==> config.mk <==
export PLATFORM = sky130hd
export DESIGN_NAME = tcr_regs
export DESIGN_NICKNAME = d
export VERILOG_FILES = /design/src/rtl/tcr_pkg.sv /design/src/rtl/tcr_button_latch.sv /design/src/rtl/tcr_regs.sv
export SDC_FILE = /design/constraint.sdc
export NUM_CORES = 1
export LEC_CHECK = 0
export BUFFER_PORTS_ARGS = -buffer_cell sky130_fd_sc_hd__buf_2
export CAP_MARGIN = 15
export CORE_MARGIN = 1
export CORE_UTILIZATION = 40
export CTS_CLUSTER_DIAMETER = 200
export DETAILED_ROUTE_END_ITERATION = 7
export GPL_ROUTABILITY_DRIVEN = 0
export GPL_TIMING_DRIVEN = 0
export PLACE_DENSITY_LB_ADDON = 0.25
export SYNTH_ARGS = -nofsm -noshare
export SYNTH_HDL_FRONTEND = slang
export SYNTH_SLANG_ARGS = --single-unit
==> constraint.sdc <==
create_clock -name clk_i -period 2.3 [get_ports clk_i]
set_input_delay 0.46 -clock clk_i [delete_from_list [all_inputs] [get_ports clk_i]]
set_output_delay 0.46 -clock clk_i [all_outputs]
set_load 0.01 [all_outputs]
==> src/rtl/tcr_pkg.sv <==
// constants for the touch controller operating register bank
package tcr_pkg;
  // ************************************************************
  // register offsets
  // ************************************************************
  localparam logic [7:0] ADDR_MODE_CONTROL  = 8'h00;
  localparam logic [7:0] ADDR_HOST_OUTPUTS  = 8'h01;
  localparam logic [7:0] ADDR_CONFIG_SOURCE = 8'h03;
  localparam logic [7:0] ADDR_BUTTON_LOW    = 8'h04;
  localparam logic [7:0] ADDR_BUTTON_HIGH   = 8'h05;
  localparam logic [7:0] ADDR_LATCHED_LOW   = 8'h07;
  localparam logic [7:0] ADDR_LATCHED_HIGH  = 8'h08;
  // ************************************************************
  // field positions and reset values
  // ************************************************************
  localparam int DEEP_SLEEP_BIT   = 4;
  localparam int SOFT_RESET_BIT   = 3;
  localparam int MODE_MSB         = 2;
  localparam int OUTPUTS_LSB      = 4;
  localparam int FACTORY_BIT      = 6;
  localparam int NUM_OUTPUTS      = 4;
  localparam int NUM_BUTTONS      = 10;
  localparam logic [7:0] RESET_VALUE = 8'h00;
  localparam logic [7:0] RESERVED_READ = 8'h00;
  localparam logic [2:0] MODE_LAST_VALID = 3'h4;
  localparam int SOFT_RESET_PULSE_CYCLES = 1;
  typedef enum logic [2:0] {
    TCR_MODE_OPERATING,
    TCR_MODE_LED_CONFIG,
    TCR_MODE_DEVICE_CONFIG,
    TCR_MODE_LINE_TEST,
    TCR_MODE_DEBUG_DATA
  } tcr_mode_t;
endpackage

==> src/rtl/tcr_button_latch.sv <==
// sticky latched-touch flags for the buttons
module tcr_button_latch #(
  parameter int NUM_BUTTONS = 10
) (
  input  wire logic                   clk_i,
  input  wire logic                   rst_n_i,
  input  wire logic                   en_i,
  input  wire logic [NUM_BUTTONS-1:0] button_on_flag_i,
  input  wire logic [NUM_BUTTONS-1:0] clear_i,
  output logic      [NUM_BUTTONS-1:0] latched_o
);
  typedef struct packed {
    logic [NUM_BUTTONS-1:0] latched;
  } tcr_latch_state_t;

  tcr_latch_state_t state;
  tcr_latch_state_t next_state;

  // a touch seen in the clearing cycle survives: set wins
  always_comb begin
    next_state = state;
    next_state.latched = (state.latched & ~clear_i) | button_on_flag_i;
  end

  always_ff @(posedge clk_i) begin
    if (!rst_n_i) begin
      state <= '0;
    end else if (en_i) begin
      state <= next_state;
    end
  end

  assign latched_o = state.latched;

  a_latch_sets : assert property (@(posedge clk_i) disable iff (!rst_n_i)
    en_i && |button_on_flag_i |=> (latched_o & $past(button_on_flag_i)) == $past(button_on_flag_i))
    else $error("touched button not latched");
endmodule

==> src/rtl/tcr_regs.sv <==
// operating-mode register bank of the ten-button touch controller
// ************************************************************
// register bank
// ************************************************************
// Overview of operation
// - every register starts at its power-on value and obeys its read/write access.
// - reserved offsets hold nothing defined and read back as zero here.
// - bit 4 of the mode register requests deep sleep and clears itself when sleep ends.
// - writing 1 to bit 3 of the mode register resets the controller, 0 does nothing.
// - bits 2:0 of the mode register select one of five device modes.
// - bits 7:4 of the output register drive host outputs 3 to 0 at their levels.
// - status bit 6 reads 1 when factory defaults were loaded, else 0.
// - offsets 04h and 05h show the live on/off state of buttons 7..0 and 9..8.
// - offsets 07h and 08h show latched touches of buttons 7..0 and 9..8.
module tcr_regs #(
  parameter int NUM_BUTTONS = tcr_pkg::NUM_BUTTONS
) (
  input  wire logic                   clk_i,
  input  wire logic                   rst_n_i,
  input  wire logic                   en_i,
  input  wire logic [7:0]             addr_i,
  input  wire logic                   wr_i,
  input  wire logic [7:0]             wdata_i,
  input  wire logic                   rd_i,
  output logic      [7:0]             rdata_o,
  input  wire logic                   factory_loaded_i,
  input  wire logic                   deep_sleep_exit_i,
  input  wire logic [NUM_BUTTONS-1:0] button_on_flag_i,
  output logic                        deep_sleep_req_o,
  output logic                        soft_reset_o,
  output logic      [2:0]             device_mode_o,
  output logic      [3:0]             host_driven_output_o
);
  typedef struct packed {
    logic       deep_sleep;
    logic       soft_reset;
    logic [2:0] mode;
    logic [3:0] outputs;
    logic       factory;
    logic [7:0] rdata;
  } tcr_state_t;

  tcr_state_t             state;
  tcr_state_t             next_state;
  logic [NUM_BUTTONS-1:0] latched;
  logic [NUM_BUTTONS-1:0] latch_clear;

  function automatic logic hit(input logic [7:0] a, input logic [7:0] b);
    return a == b;
  endfunction

  // ************************************************************
  // latched touch flags, cleared by reading them
  // ************************************************************
  always_comb begin
    latch_clear = '0;
    if (rd_i && hit(addr_i, tcr_pkg::ADDR_LATCHED_LOW)) begin
      latch_clear[7:0] = '1;
    end
    if (rd_i && hit(addr_i, tcr_pkg::ADDR_LATCHED_HIGH)) begin
      latch_clear[NUM_BUTTONS-1:8] = '1;
    end
  end

  tcr_button_latch #(
    .NUM_BUTTONS (NUM_BUTTONS)
  ) u_latch (
    .clk_i            (clk_i),
    .rst_n_i          (rst_n_i),
    .en_i             (en_i),
    .button_on_flag_i (button_on_flag_i),
    .clear_i          (latch_clear),
    .latched_o        (latched)
  );

  // ************************************************************
  // write and read decode
  // ************************************************************
  always_comb begin
    next_state = state;
    next_state.soft_reset = 1'b0;
    next_state.factory = factory_loaded_i;
    // self-clear on sleep exit loses to a new request in the same cycle
    if (deep_sleep_exit_i) begin
      next_state.deep_sleep = 1'b0;
    end
    if (wr_i && hit(addr_i, tcr_pkg::ADDR_MODE_CONTROL)) begin
      next_state.deep_sleep = wdata_i[tcr_pkg::DEEP_SLEEP_BIT] |
                              (state.deep_sleep & ~deep_sleep_exit_i);
      next_state.soft_reset = wdata_i[tcr_pkg::SOFT_RESET_BIT];
      if (wdata_i[tcr_pkg::MODE_MSB:0] <= tcr_pkg::MODE_LAST_VALID) begin
        next_state.mode = wdata_i[tcr_pkg::MODE_MSB:0];
      end
    end
    if (wr_i && hit(addr_i, tcr_pkg::ADDR_HOST_OUTPUTS)) begin
      next_state.outputs = wdata_i[7:tcr_pkg::OUTPUTS_LSB];
    end
    next_state.rdata = tcr_pkg::RESERVED_READ;
    if (rd_i) begin
      case (addr_i)
        tcr_pkg::ADDR_MODE_CONTROL: begin
          next_state.rdata = {3'h0, state.deep_sleep, 1'b0, state.mode};
        end
        tcr_pkg::ADDR_HOST_OUTPUTS: begin
          next_state.rdata = {state.outputs, 4'h0};
        end
        tcr_pkg::ADDR_CONFIG_SOURCE: begin
          next_state.rdata = 8'h00;
          next_state.rdata[tcr_pkg::FACTORY_BIT] = state.factory;
        end
        tcr_pkg::ADDR_BUTTON_LOW: begin
          next_state.rdata = button_on_flag_i[7:0];
        end
        tcr_pkg::ADDR_BUTTON_HIGH: begin
          next_state.rdata = {6'h00, button_on_flag_i[9:8]};
        end
        tcr_pkg::ADDR_LATCHED_LOW: begin
          next_state.rdata = latched[7:0];
        end
        tcr_pkg::ADDR_LATCHED_HIGH: begin
          next_state.rdata = {6'h00, latched[9:8]};
        end
        default: begin
          next_state.rdata = tcr_pkg::RESERVED_READ;
        end
      endcase
    end
  end

  always_ff @(posedge clk_i) begin
    if (!rst_n_i) begin
      state <= '0;
    end else if (en_i) begin
      state <= next_state;
    end
  end

  assign rdata_o              = state.rdata;
  assign deep_sleep_req_o     = state.deep_sleep;
  assign soft_reset_o         = state.soft_reset;
  assign device_mode_o        = state.mode;
  assign host_driven_output_o = state.outputs;

  // ************************************************************
  // checks
  // ************************************************************
  a_mode_valid_write : assert property (@(posedge clk_i) disable iff (!rst_n_i)
    en_i && wr_i && addr_i == 8'h00 && wdata_i[2:0] <= 3'h4 |=> device_mode_o == $past(wdata_i[2:0]))
    else $error("valid mode write not taken");
  a_mode_bad_code : assert property (@(posedge clk_i) disable iff (!rst_n_i)
    en_i && wr_i && addr_i == 8'h00 && wdata_i[2:0] > 3'h4 |=> $stable(device_mode_o))
    else $error("invalid mode code changed mode");
  a_soft_reset_pulse : assert property (@(posedge clk_i) disable iff (!rst_n_i)
    soft_reset_o |-> $past(wr_i && addr_i == 8'h00 && wdata_i[3]) ##1 (!soft_reset_o || $past(wr_i)))
    else $error("soft reset without a write of one");
  a_sleep_clears : assert property (@(posedge clk_i) disable iff (!rst_n_i)
    en_i && deep_sleep_exit_i && !(wr_i && addr_i == 8'h00) |=> !deep_sleep_req_o)
    else $error("deep sleep bit not cleared on exit");
  a_outputs_write : assert property (@(posedge clk_i) disable iff (!rst_n_i)
    en_i && wr_i && addr_i == 8'h01 |=> host_driven_output_o == $past(wdata_i[7:4]))
    else $error("host outputs not updated");
  a_outputs_hold : assert property (@(posedge clk_i) disable iff (!rst_n_i)
    !(wr_i && addr_i == 8'h01) |=> $stable(host_driven_output_o))
    else $error("host outputs changed without a write");
  a_button_read : assert property (@(posedge clk_i) disable iff (!rst_n_i)
    en_i && rd_i && addr_i == 8'h04 |=> rdata_o == $past(button_on_flag_i[7:0]))
    else $error("button state read wrong");
  a_factory_read : assert property (@(posedge clk_i) disable iff (!rst_n_i)
    $past(en_i && rst_n_i) && en_i && rd_i && addr_i == 8'h03 |=>
      rdata_o[6] == $past(factory_loaded_i, 2))
    else $error("factory bit read wrong");
  a_reserved_zero : assert property (@(posedge clk_i) disable iff (!rst_n_i)
    en_i && rd_i && addr_i == 8'h02 |=> rdata_o == 8'h00)
    else $error("reserved offset not zero");
  a_reset_values : assert property (@(posedge clk_i)
    !rst_n_i |=> device_mode_o == 3'h0 && host_driven_output_o == 4'h0 && !deep_sleep_req_o)
    else $error("reset values wrong");
  // read data lasts one cycle so a stale byte is never taken for a fresh read
  a_rdata_idle : assert property (@(posedge clk_i) disable iff (!rst_n_i)
    en_i && !rd_i |=> rdata_o == 8'h00)
    else $error("read data not cleared after read");
  a_freeze_hold : assert property (@(posedge clk_i) disable iff (!rst_n_i)
    !en_i |=> $stable(rdata_o) && $stable(device_mode_o) && $stable(host_driven_output_o) &&
      $stable(deep_sleep_req_o) && $stable(soft_reset_o))
    else $error("state moved while clock enable low");
  a_sleep_request : assert property (@(posedge clk_i) disable iff (!rst_n_i)
    en_i && wr_i && addr_i == 8'h00 && wdata_i[4] |=> deep_sleep_req_o)
    else $error("deep sleep request not taken");
  a_sleep_write_wins : assert property (@(posedge clk_i) disable iff (!rst_n_i)
    en_i && deep_sleep_exit_i && wr_i && addr_i == 8'h00 && wdata_i[4] |=> deep_sleep_req_o)
    else $error("deep sleep write lost to exit pulse");
  a_soft_reset_zero : assert property (@(posedge clk_i) disable iff (!rst_n_i)
    en_i && wr_i && addr_i == 8'h00 && !wdata_i[3] |=> !soft_reset_o)
    else $error("soft reset from a write of zero");
  a_mode_readback : assert property (@(posedge clk_i) disable iff (!rst_n_i)
    en_i && rd_i && addr_i == 8'h00 |=> rdata_o[7:5] == 3'h0 && !rdata_o[3] &&
      rdata_o[2:0] == $past(device_mode_o))
    else $error("mode register read wrong");
  a_outputs_readback : assert property (@(posedge clk_i) disable iff (!rst_n_i)
    en_i && rd_i && addr_i == 8'h01 |=> rdata_o == {$past(host_driven_output_o), 4'h0})
    else $error("output register read wrong");
  a_button_high : assert property (@(posedge clk_i) disable iff (!rst_n_i)
    en_i && rd_i && addr_i == 8'h05 |=> rdata_o == {6'h00, $past(button_on_flag_i[9:8])})
    else $error("upper button state read wrong");
  // reading clears the latched flags, unless a touch lands in the same cycle
  a_latch_low_clears : assert property (@(posedge clk_i) disable iff (!rst_n_i)
    en_i && rd_i && addr_i == 8'h07 && button_on_flag_i[7:0] == 8'h00 |=> latched[7:0] == 8'h00)
    else $error("low latched flags not cleared by read");
  a_latch_high_clears : assert property (@(posedge clk_i) disable iff (!rst_n_i)
    en_i && rd_i && addr_i == 8'h08 && button_on_flag_i[9:8] == 2'h0 |=> latched[9:8] == 2'h0)
    else $error("high latched flags not cleared by read");

  // ************************************************************
  // cover points
  // ************************************************************
  c_mode_change : cover property (@(posedge clk_i) disable iff (!rst_n_i)
    $changed(device_mode_o));
  c_sleep_cycle : cover property (@(posedge clk_i) disable iff (!rst_n_i)
    deep_sleep_req_o ##[1:20] !deep_sleep_req_o);
  c_soft_reset : cover property (@(posedge clk_i) disable iff (!rst_n_i) soft_reset_o);
  c_latched_read : cover property (@(posedge clk_i) disable iff (!rst_n_i)
    en_i && rd_i && addr_i == 8'h07 ##1 rdata_o != 8'h00);
endmodule

==> results of run 1 <==
==> final cells by class <==
class,count,area (um^2)
inverter,1,3.75
multi-input combinational,109,812
fill,356,1780
tap,48,60.1
timing repair buffer,47,235
buffer,25,151
clock buffer,4,55.1
sequential,28,561
==> tightest hold or removal path: stages <==
cell     delay, ns
buf_2         0.07
mux2i_1       0.05
nor2b_1       0.10
==> synthesized netlist by cell type, types with 2 or more instances <==
master and number:
dfxtp_1 28, nor3_1 3, nand2_1 7, clkbuf_1 8
o2bb2ai_1 4, nor2_1 7, mux2i_1 9, a21boi_0 2
a22oi_1 12, a22o_1 8, and2_1 3, a21oi_1 2
buf_4 15, nand3_1 3, a32o_1 5, o21ai_0 3
nand4_1 2, o211a_1 2, a211oi_1 2, nor2b_1 21
==> state kept, by name, summed over array words and instances, names as in the netlist <==
register              count
rdata_o                   8
soft_reset_o              1
device_mode_o             3
host_driven_output_o      4
u_latch.latched_o        10
deep_sleep_req_o          1
state                     1
==> where the power goes <==
| part | switching, uW | leakage (uW) | internal [uW] |
|---|---|---|---|
| clock | 150 | 0.0000288 | 153 |
| sequential | 6.53 | 0.000228 | 497 |
| combinational | 69.4 | 0.000578 | 59.5 |
| total | 226 | 0.000835 | 710 |
==> stage by stage <==
step | instance area (um^2) | power (uW) | utilization
2_1_floorplan | 1530 | 590 | -
3_3_place_gp | 1820 | 643 | 0.498
3_5_place_dp | 1820 | 644 | 0.498
4_1_cts | 1880 | 947 | 0.513
5_1_grt | 1880 | 983 | 0.513
6_report | 1880 | 937 | 0.513
==> kinds of logic (layout without fill, tap and decap cells) <==
kind of cell           count (synthesis)  in the layout  share of synthesized area
AO/OA/AOI/OAI                         44             44                      0.234
buffers and inverters                 26             77                      0.102
flip-flops                            28             28                      0.367
multiplexers                          10             10                     0.0663
AND/OR/NAND/NOR                       55             55                      0.231
==> layout by cell type (no fill, tap or decap), drive strengths merged, types with 3 or more instances in the layout <==
cell | Yosys | layout
a22oi | 12 | 12
mux2i | 9 | 9
a22o | 8 | 8
nor2b | 21 | 21
and2 | 3 | 3
nor3 | 3 | 3
o2bb2ai | 4 | 4
nor2 | 7 | 7
o21ai | 3 | 3
dfxtp | 28 | 28
nand2 | 7 | 7
nand3 | 3 | 3
a32o | 5 | 5
clkbuf | 8 | 12
buf | 17 | 64
==> how the worst max path moves through the flow <==
stage,startpoint,to,slack (ns)
after floorplan,addr_i[5],host_driven_output_o[0],0.53
after global placement,en_i,device_mode_o[2],0.15
after detailed placement,en_i,device_mode_o[2],0.19
after CTS,en_i,device_mode_o[2],0.47
after global routing,en_i,device_mode_o[2],0.34
final,en_i,device_mode_o[2],0.46
==> layer usage <==
layer  global-route usage  vias up  wire length, um  part of all wire
met5                    0        -                0                 0
met4               0.0398        0               34             0.010
met3               0.0375        4              139             0.041
met2                0.265       37             1530              0.45
met1                0.252      615             1690              0.50
li1                     -      694                -                 -
==> summary.md, run 1 <==
| Metric | Value |
|---|---|
| Register bit count reported by yosys | `28` |
| Worst reg2reg path endpoint | `rdata_o[4]` |
| Setup WS pre-CTS | `0.187 ns` |
| Top-area cell type share of the netlist area | `0.367` |
| DRC | `0` |
| Clock sink count | `28` |
| Worst vdd ir | `0.000465 V` |
| Cell Pwr Density | `499 nW/um^2` |
| Gr ovfl total | `0` |
| DRT Pass-1 Iters | `4` |
| Detailed Place HPWL | `2680 um` |
| Final Non-Filler Cells | `262` |
| DIE AREA | `4070 um^2` |
| WP data required | `2.53 ns` |
| CP endpoint kind | `flop` |
| Initial DRC count | `37` |
| CTS tree | `built` |
| Vias post-DR | `1350` |
| R2R cell count | `4` |
| Post-CTS Setup Bufs | `0` |
| Leak | `0.000835 uW` |
| DP Cell Count | `258` |
| H-tree levels | `1` |
| RSZ-0062 raised after global routing | `false` |
| Netlist cell types | `37` |
| I/O Pins | `50` |
| Post-DRT Antenna Nets | `0` |
| Final clock skew | `0.00362 ns` |
| Initial antenna violation count | `0` |
| Clk buf depth | `2` |
| Period utilization | `0.798` |
| Via density per instance | `5.15` |
| Crit-path max FO | `10` |
| CTS root buf | `clkbuf_8` |
| Average size of a mapped cell | `9.37 um^2` |
| Share of layout cells above drive strength 1 | `0.341` |
| Crit-path max cell delay | `0.54 ns` |
| Yosys warning count | `0` |
| Reg2Reg Setup Slack | `1.15 ns` |
| DIE HEIGHT | `63.8 um` |
| Max_slew headroom | `0.612` |
| Largest net degree at the start of global routing | `16` |
| NumNets Final | `248` |
| Final hold slack | `0.440 ns` |
| Number of CTS-inserted buffers | `3` |
| WS Path Type | `in -> reg` |
| Detailed Route WL | `3400 um` |
| Critical path buffers and inverters | `2` |
| Fin. Hold Viols | `0` |
| Crit-path leading delay family | `simple AND/OR/NAND/NOR gates` |
| Levels on crit path | `6` |
| Setup Viol. Count Final | `0` |
| Hold path startpoint | `factory_loaded_i` |
| Max Clock Freq | `545 MHz` |
| Ys flop type | `dfxtp_1` |
| WHS Path Cells | `3` |
| Post-synthesis cell count | `163` |
| RR Startpoint | `deep_sleep_req_o` |
| Final worst slack | `0.464 ns` |
| Crit path cell chain | `buf_2, clkbuf_1, nor4bb_1, nand3_1, nor3_1, o221a_2` |
| Slew Viols, Final | `0` |
| Post-synth top area cell | `dfxtp_1` |
| Syn nets | `196` |
| Port Buffers | `47` |
| Slowest CP cell | `nor4bb_1` |
| Critical path arrival | `2.06 ns` |
| Core Area | `3660 um^2` |
| Mapped cell area | `1530 um^2` |
| N_diodes | `0` |
| Sum Neg Setup Slack | `0 ns` |
| Initial core utilization | `0.417` |
| Most area-consuming cells after synthesis | `dfxtp_1, nor2b_1, buf_4` |
| Hold Crit Endpoint | `state[8]` |
| P&R area growth vs syn | `22.9%` |
| Total Routing Usage GR | `0.175` |
| Die X | `63.8 um` |
| CP Launch Type | `input port` |
| Clock latency on the worst-skew pair | `0.28 ns` |
| Worst hold path class | `in -> reg` |
| Max Cap Viol | `0` |
| Ys async rst share | `0` |
| Clock transition at path regs | `0.09 ns` |
| Sequential cell area fraction in the yosys report | `0.367` |
| Status | `finished, final reports clean` |
| Slew of the pin with the lowest slew margin | `0.574 ns` |
| Wire length per cell | `13.0 um` |
| EDFF count, synth | `0` |
| Global-route wire length before repair | `5590 um` |
| PostCTS Resize Cnt | `0` |
| CTS Hold Bufs | `0` |
| Vias in the first global route | `1184` |
| Std cell rows | `22` |
| Final min period | `1.84 ns` |
(Power assumes the default switching activity.)
==> run 2, diff against run 1 <==
==> constraint.sdc (replaced) <==
create_clock -name clk_i -period 1.85 [get_ports clk_i]
set_input_delay 0.37 -clock clk_i [delete_from_list [all_inputs] [get_ports clk_i]]
set_output_delay 0.37 -clock clk_i [all_outputs]
set_load 0.01 [all_outputs]
==> run 2 against run 1 <==
  * Combinational power grew 26%
  * Non-clock buffer count is the same
  * Cell count is the same
  * Register-to-register slack lost 0.46 ns
  * Clock power grew 26%
  * Clock-buffer cell count is the same
  * Sequential power grew 24%
  * Critical path depth is the same
  * First-iteration DRC count grew 11%
==> summary.md, run 2 (synthesis gave the netlist of run 1 again) <==
| Metric | Value |
|---|---|
| Period utilization | `0.912` |
| Core Area | `3660 um^2` |
| Fin. Hold Viols | `0` |
| Commonest non-fill, non-tap cell in the layout | `buf_2` |
| Largest net degree at the start of global routing | `16` |
| Number of CTS-inserted buffers | `3` |
| Global-route wire length before repair | `5590 um` |
| Total Routing Usage GR | `0.175` |
| Vias in the first global route | `1184` |
| Critical path arrival | `1.86 ns` |
| Slew of the pin with the lowest slew margin | `0.550 ns` |
| Die X | `63.8 um` |
| Hold path startpoint | `factory_loaded_i` |
| Commonest cells after routing, fill and taps aside | `buf_2, dfxtp_1, nor2b_1, buf_4, a22oi_1` |
| Sum Neg Setup Slack | `0 ns` |
| Leak | `0.000835 uW` |
| Std cell rows | `22` |
| Max Cap Viol | `0` |
| Post-DRT Antenna Nets | `0` |
| Worst vdd ir | `0.000596 V` |
| Crit-path max FO | `10` |
| Final clock skew | `0.00822 ns` |
| NumNets Final | `248` |
| # fillers | `356` |
| CP Launch Type | `input port` |
| Worst reg2reg path endpoint | `rdata_o[4]` |
| Clock latency on the worst-skew pair | `0.28 ns` |
| Setup WS pre-CTS | `-0.173 ns` |
| DIE AREA | `4070 um^2` |
| R2R cell count | `4` |
| I/O Pins | `50` |
| Share of layout cells above drive strength 1 | `0.346` |
| Gr ovfl total | `0` |
| WHS Path Cells | `3` |
| CTS tree | `built` |
| Cell Pwr Density | `622 nW/um^2` |
| Status | `finished, final reports clean` |
| Setup Viol. Count Final | `0` |
| DRC | `0` |
| Max Clock Freq | `593 MHz` |
| P&R area growth vs syn | `23.3%` |
| Max reg flops | `10` |
| WP data required | `2.03 ns` |
| Via density per instance | `5.13` |
| Wire length per cell | `13.2 um` |
| Port Buffers | `47` |
| Power, Total | `1170 uW` |
| RR Startpoint | `deep_sleep_req_o` |
| Clock transition at path regs | `0.10 ns` |
| Clk buf depth | `2` |
| Initial DRC count | `41` |
| Detailed Place HPWL | `2680 um` |
| Max_slew headroom | `0.630` |
| Hold Crit Endpoint | `state[8]` |
| Final worst slack | `0.163 ns` |
| DRT Pass-1 Iters | `4` |
| CP endpoint kind | `flop` |
| Vias post-DR | `1344` |
| Final min period | `1.69 ns` |
| H-tree levels | `1` |
| DIE HEIGHT | `63.8 um` |
| WS Path Type | `in -> reg` |
| Detailed Route WL | `3460 um` |
| Initial core utilization | `0.417` |
| RSZ-0062 raised after global routing | `false` |
| CTS root buf | `clkbuf_8` |
| CTS Hold Bufs | `0` |
| N_diodes | `0` |
| Reg2Reg Setup Slack | `0.69 ns` |
| Clock sink count | `28` |
| Slew Viols, Final | `0` |
| Initial antenna violation count | `0` |
| Worst hold path class | `in -> reg` |
==> run 2: changes by cell type in the layout (fill, tap and decap cells not counted) <==
cell      previous run  this run
nor4bb_1             1         0
nor4bb_2             0         1
==> run 2: power by group <==
group | switching [uW] | internal [uW]
Clock | 191 | 191
Combinational | 87.9 | 74.6
Sequential | 8.04 | 619
Total | 287 | 884
==> run 2: what timing repair did <==
action                                  in CTS  in global routing
endpoints found under the setup margin       0                  1
resized for setup                            0                  1
setup buffers                                0                  0
==> run 2: worst max-delay path by stage <==
stage	start	end	slack [ns]	cells past startpoint
floorplan	addr_i[5]	host_driven_output_o[0]	0.17	4
global placement	en_i	device_mode_o[2]	-0.21	6
detailed placement	en_i	device_mode_o[2]	-0.17	6
CTS	en_i	device_mode_o[2]	0.11	6
global route	addr_i[5]	u_latch.latched_o[1]	0.01	5
finish	addr_i[0]	rdata_o[1]	0.16	6
==> run 2: worst max-delay path: stages <==
cell      delay, ns
buf_2          0.09
clkbuf_1       0.33
nor2_1         0.23
and3_1         0.29
a221o_1        0.36
a22o_1         0.19
==> run 2: layout make-up <==
cell class / count / area (um^2) / share of cell area
Multi-Input combinational cell: 109 / 818 / 0.434
Sequential cell: 28 / 561 / 0.297
Timing Repair Buffer: 47 / 235 / 0.125
Buffer: 25 / 151 / 0.0803
Tap cell: 48 / 60.1 / 0.0319
Clock buffer: 4 / 55.1 / 0.0292
Inverter: 1 / 3.75 / 0.00199
==> run 2: stage by stage <==
| step | utilization | cell area [um^2] | std cells | hold WS (ns) |
|---|---|---|---|---|
| CTS | 0.513 | 1880 | 262 | 0.345 |
| finish | 0.515 | 1880 | 262 | 0.348 |
| global route | 0.515 | 1880 | 262 | 0.336 |
| floorplan | - | 1530 | 163 | 0.443 |
| detailed placement | 0.498 | 1820 | 258 | 0.463 |
| global placement | 0.498 | 1820 | 258 | 0.460 |
==> run 2: routing by layer <==
metal / GRT usage / part of all wire / wire [um]
met4: 0.0398 / 0.0072 / 25
met3: 0.0375 / 0.038 / 132
met5: 0 / 0 / 0
met1: 0.252 / 0.51 / 1750
met2: 0.265 / 0.45 / 1550
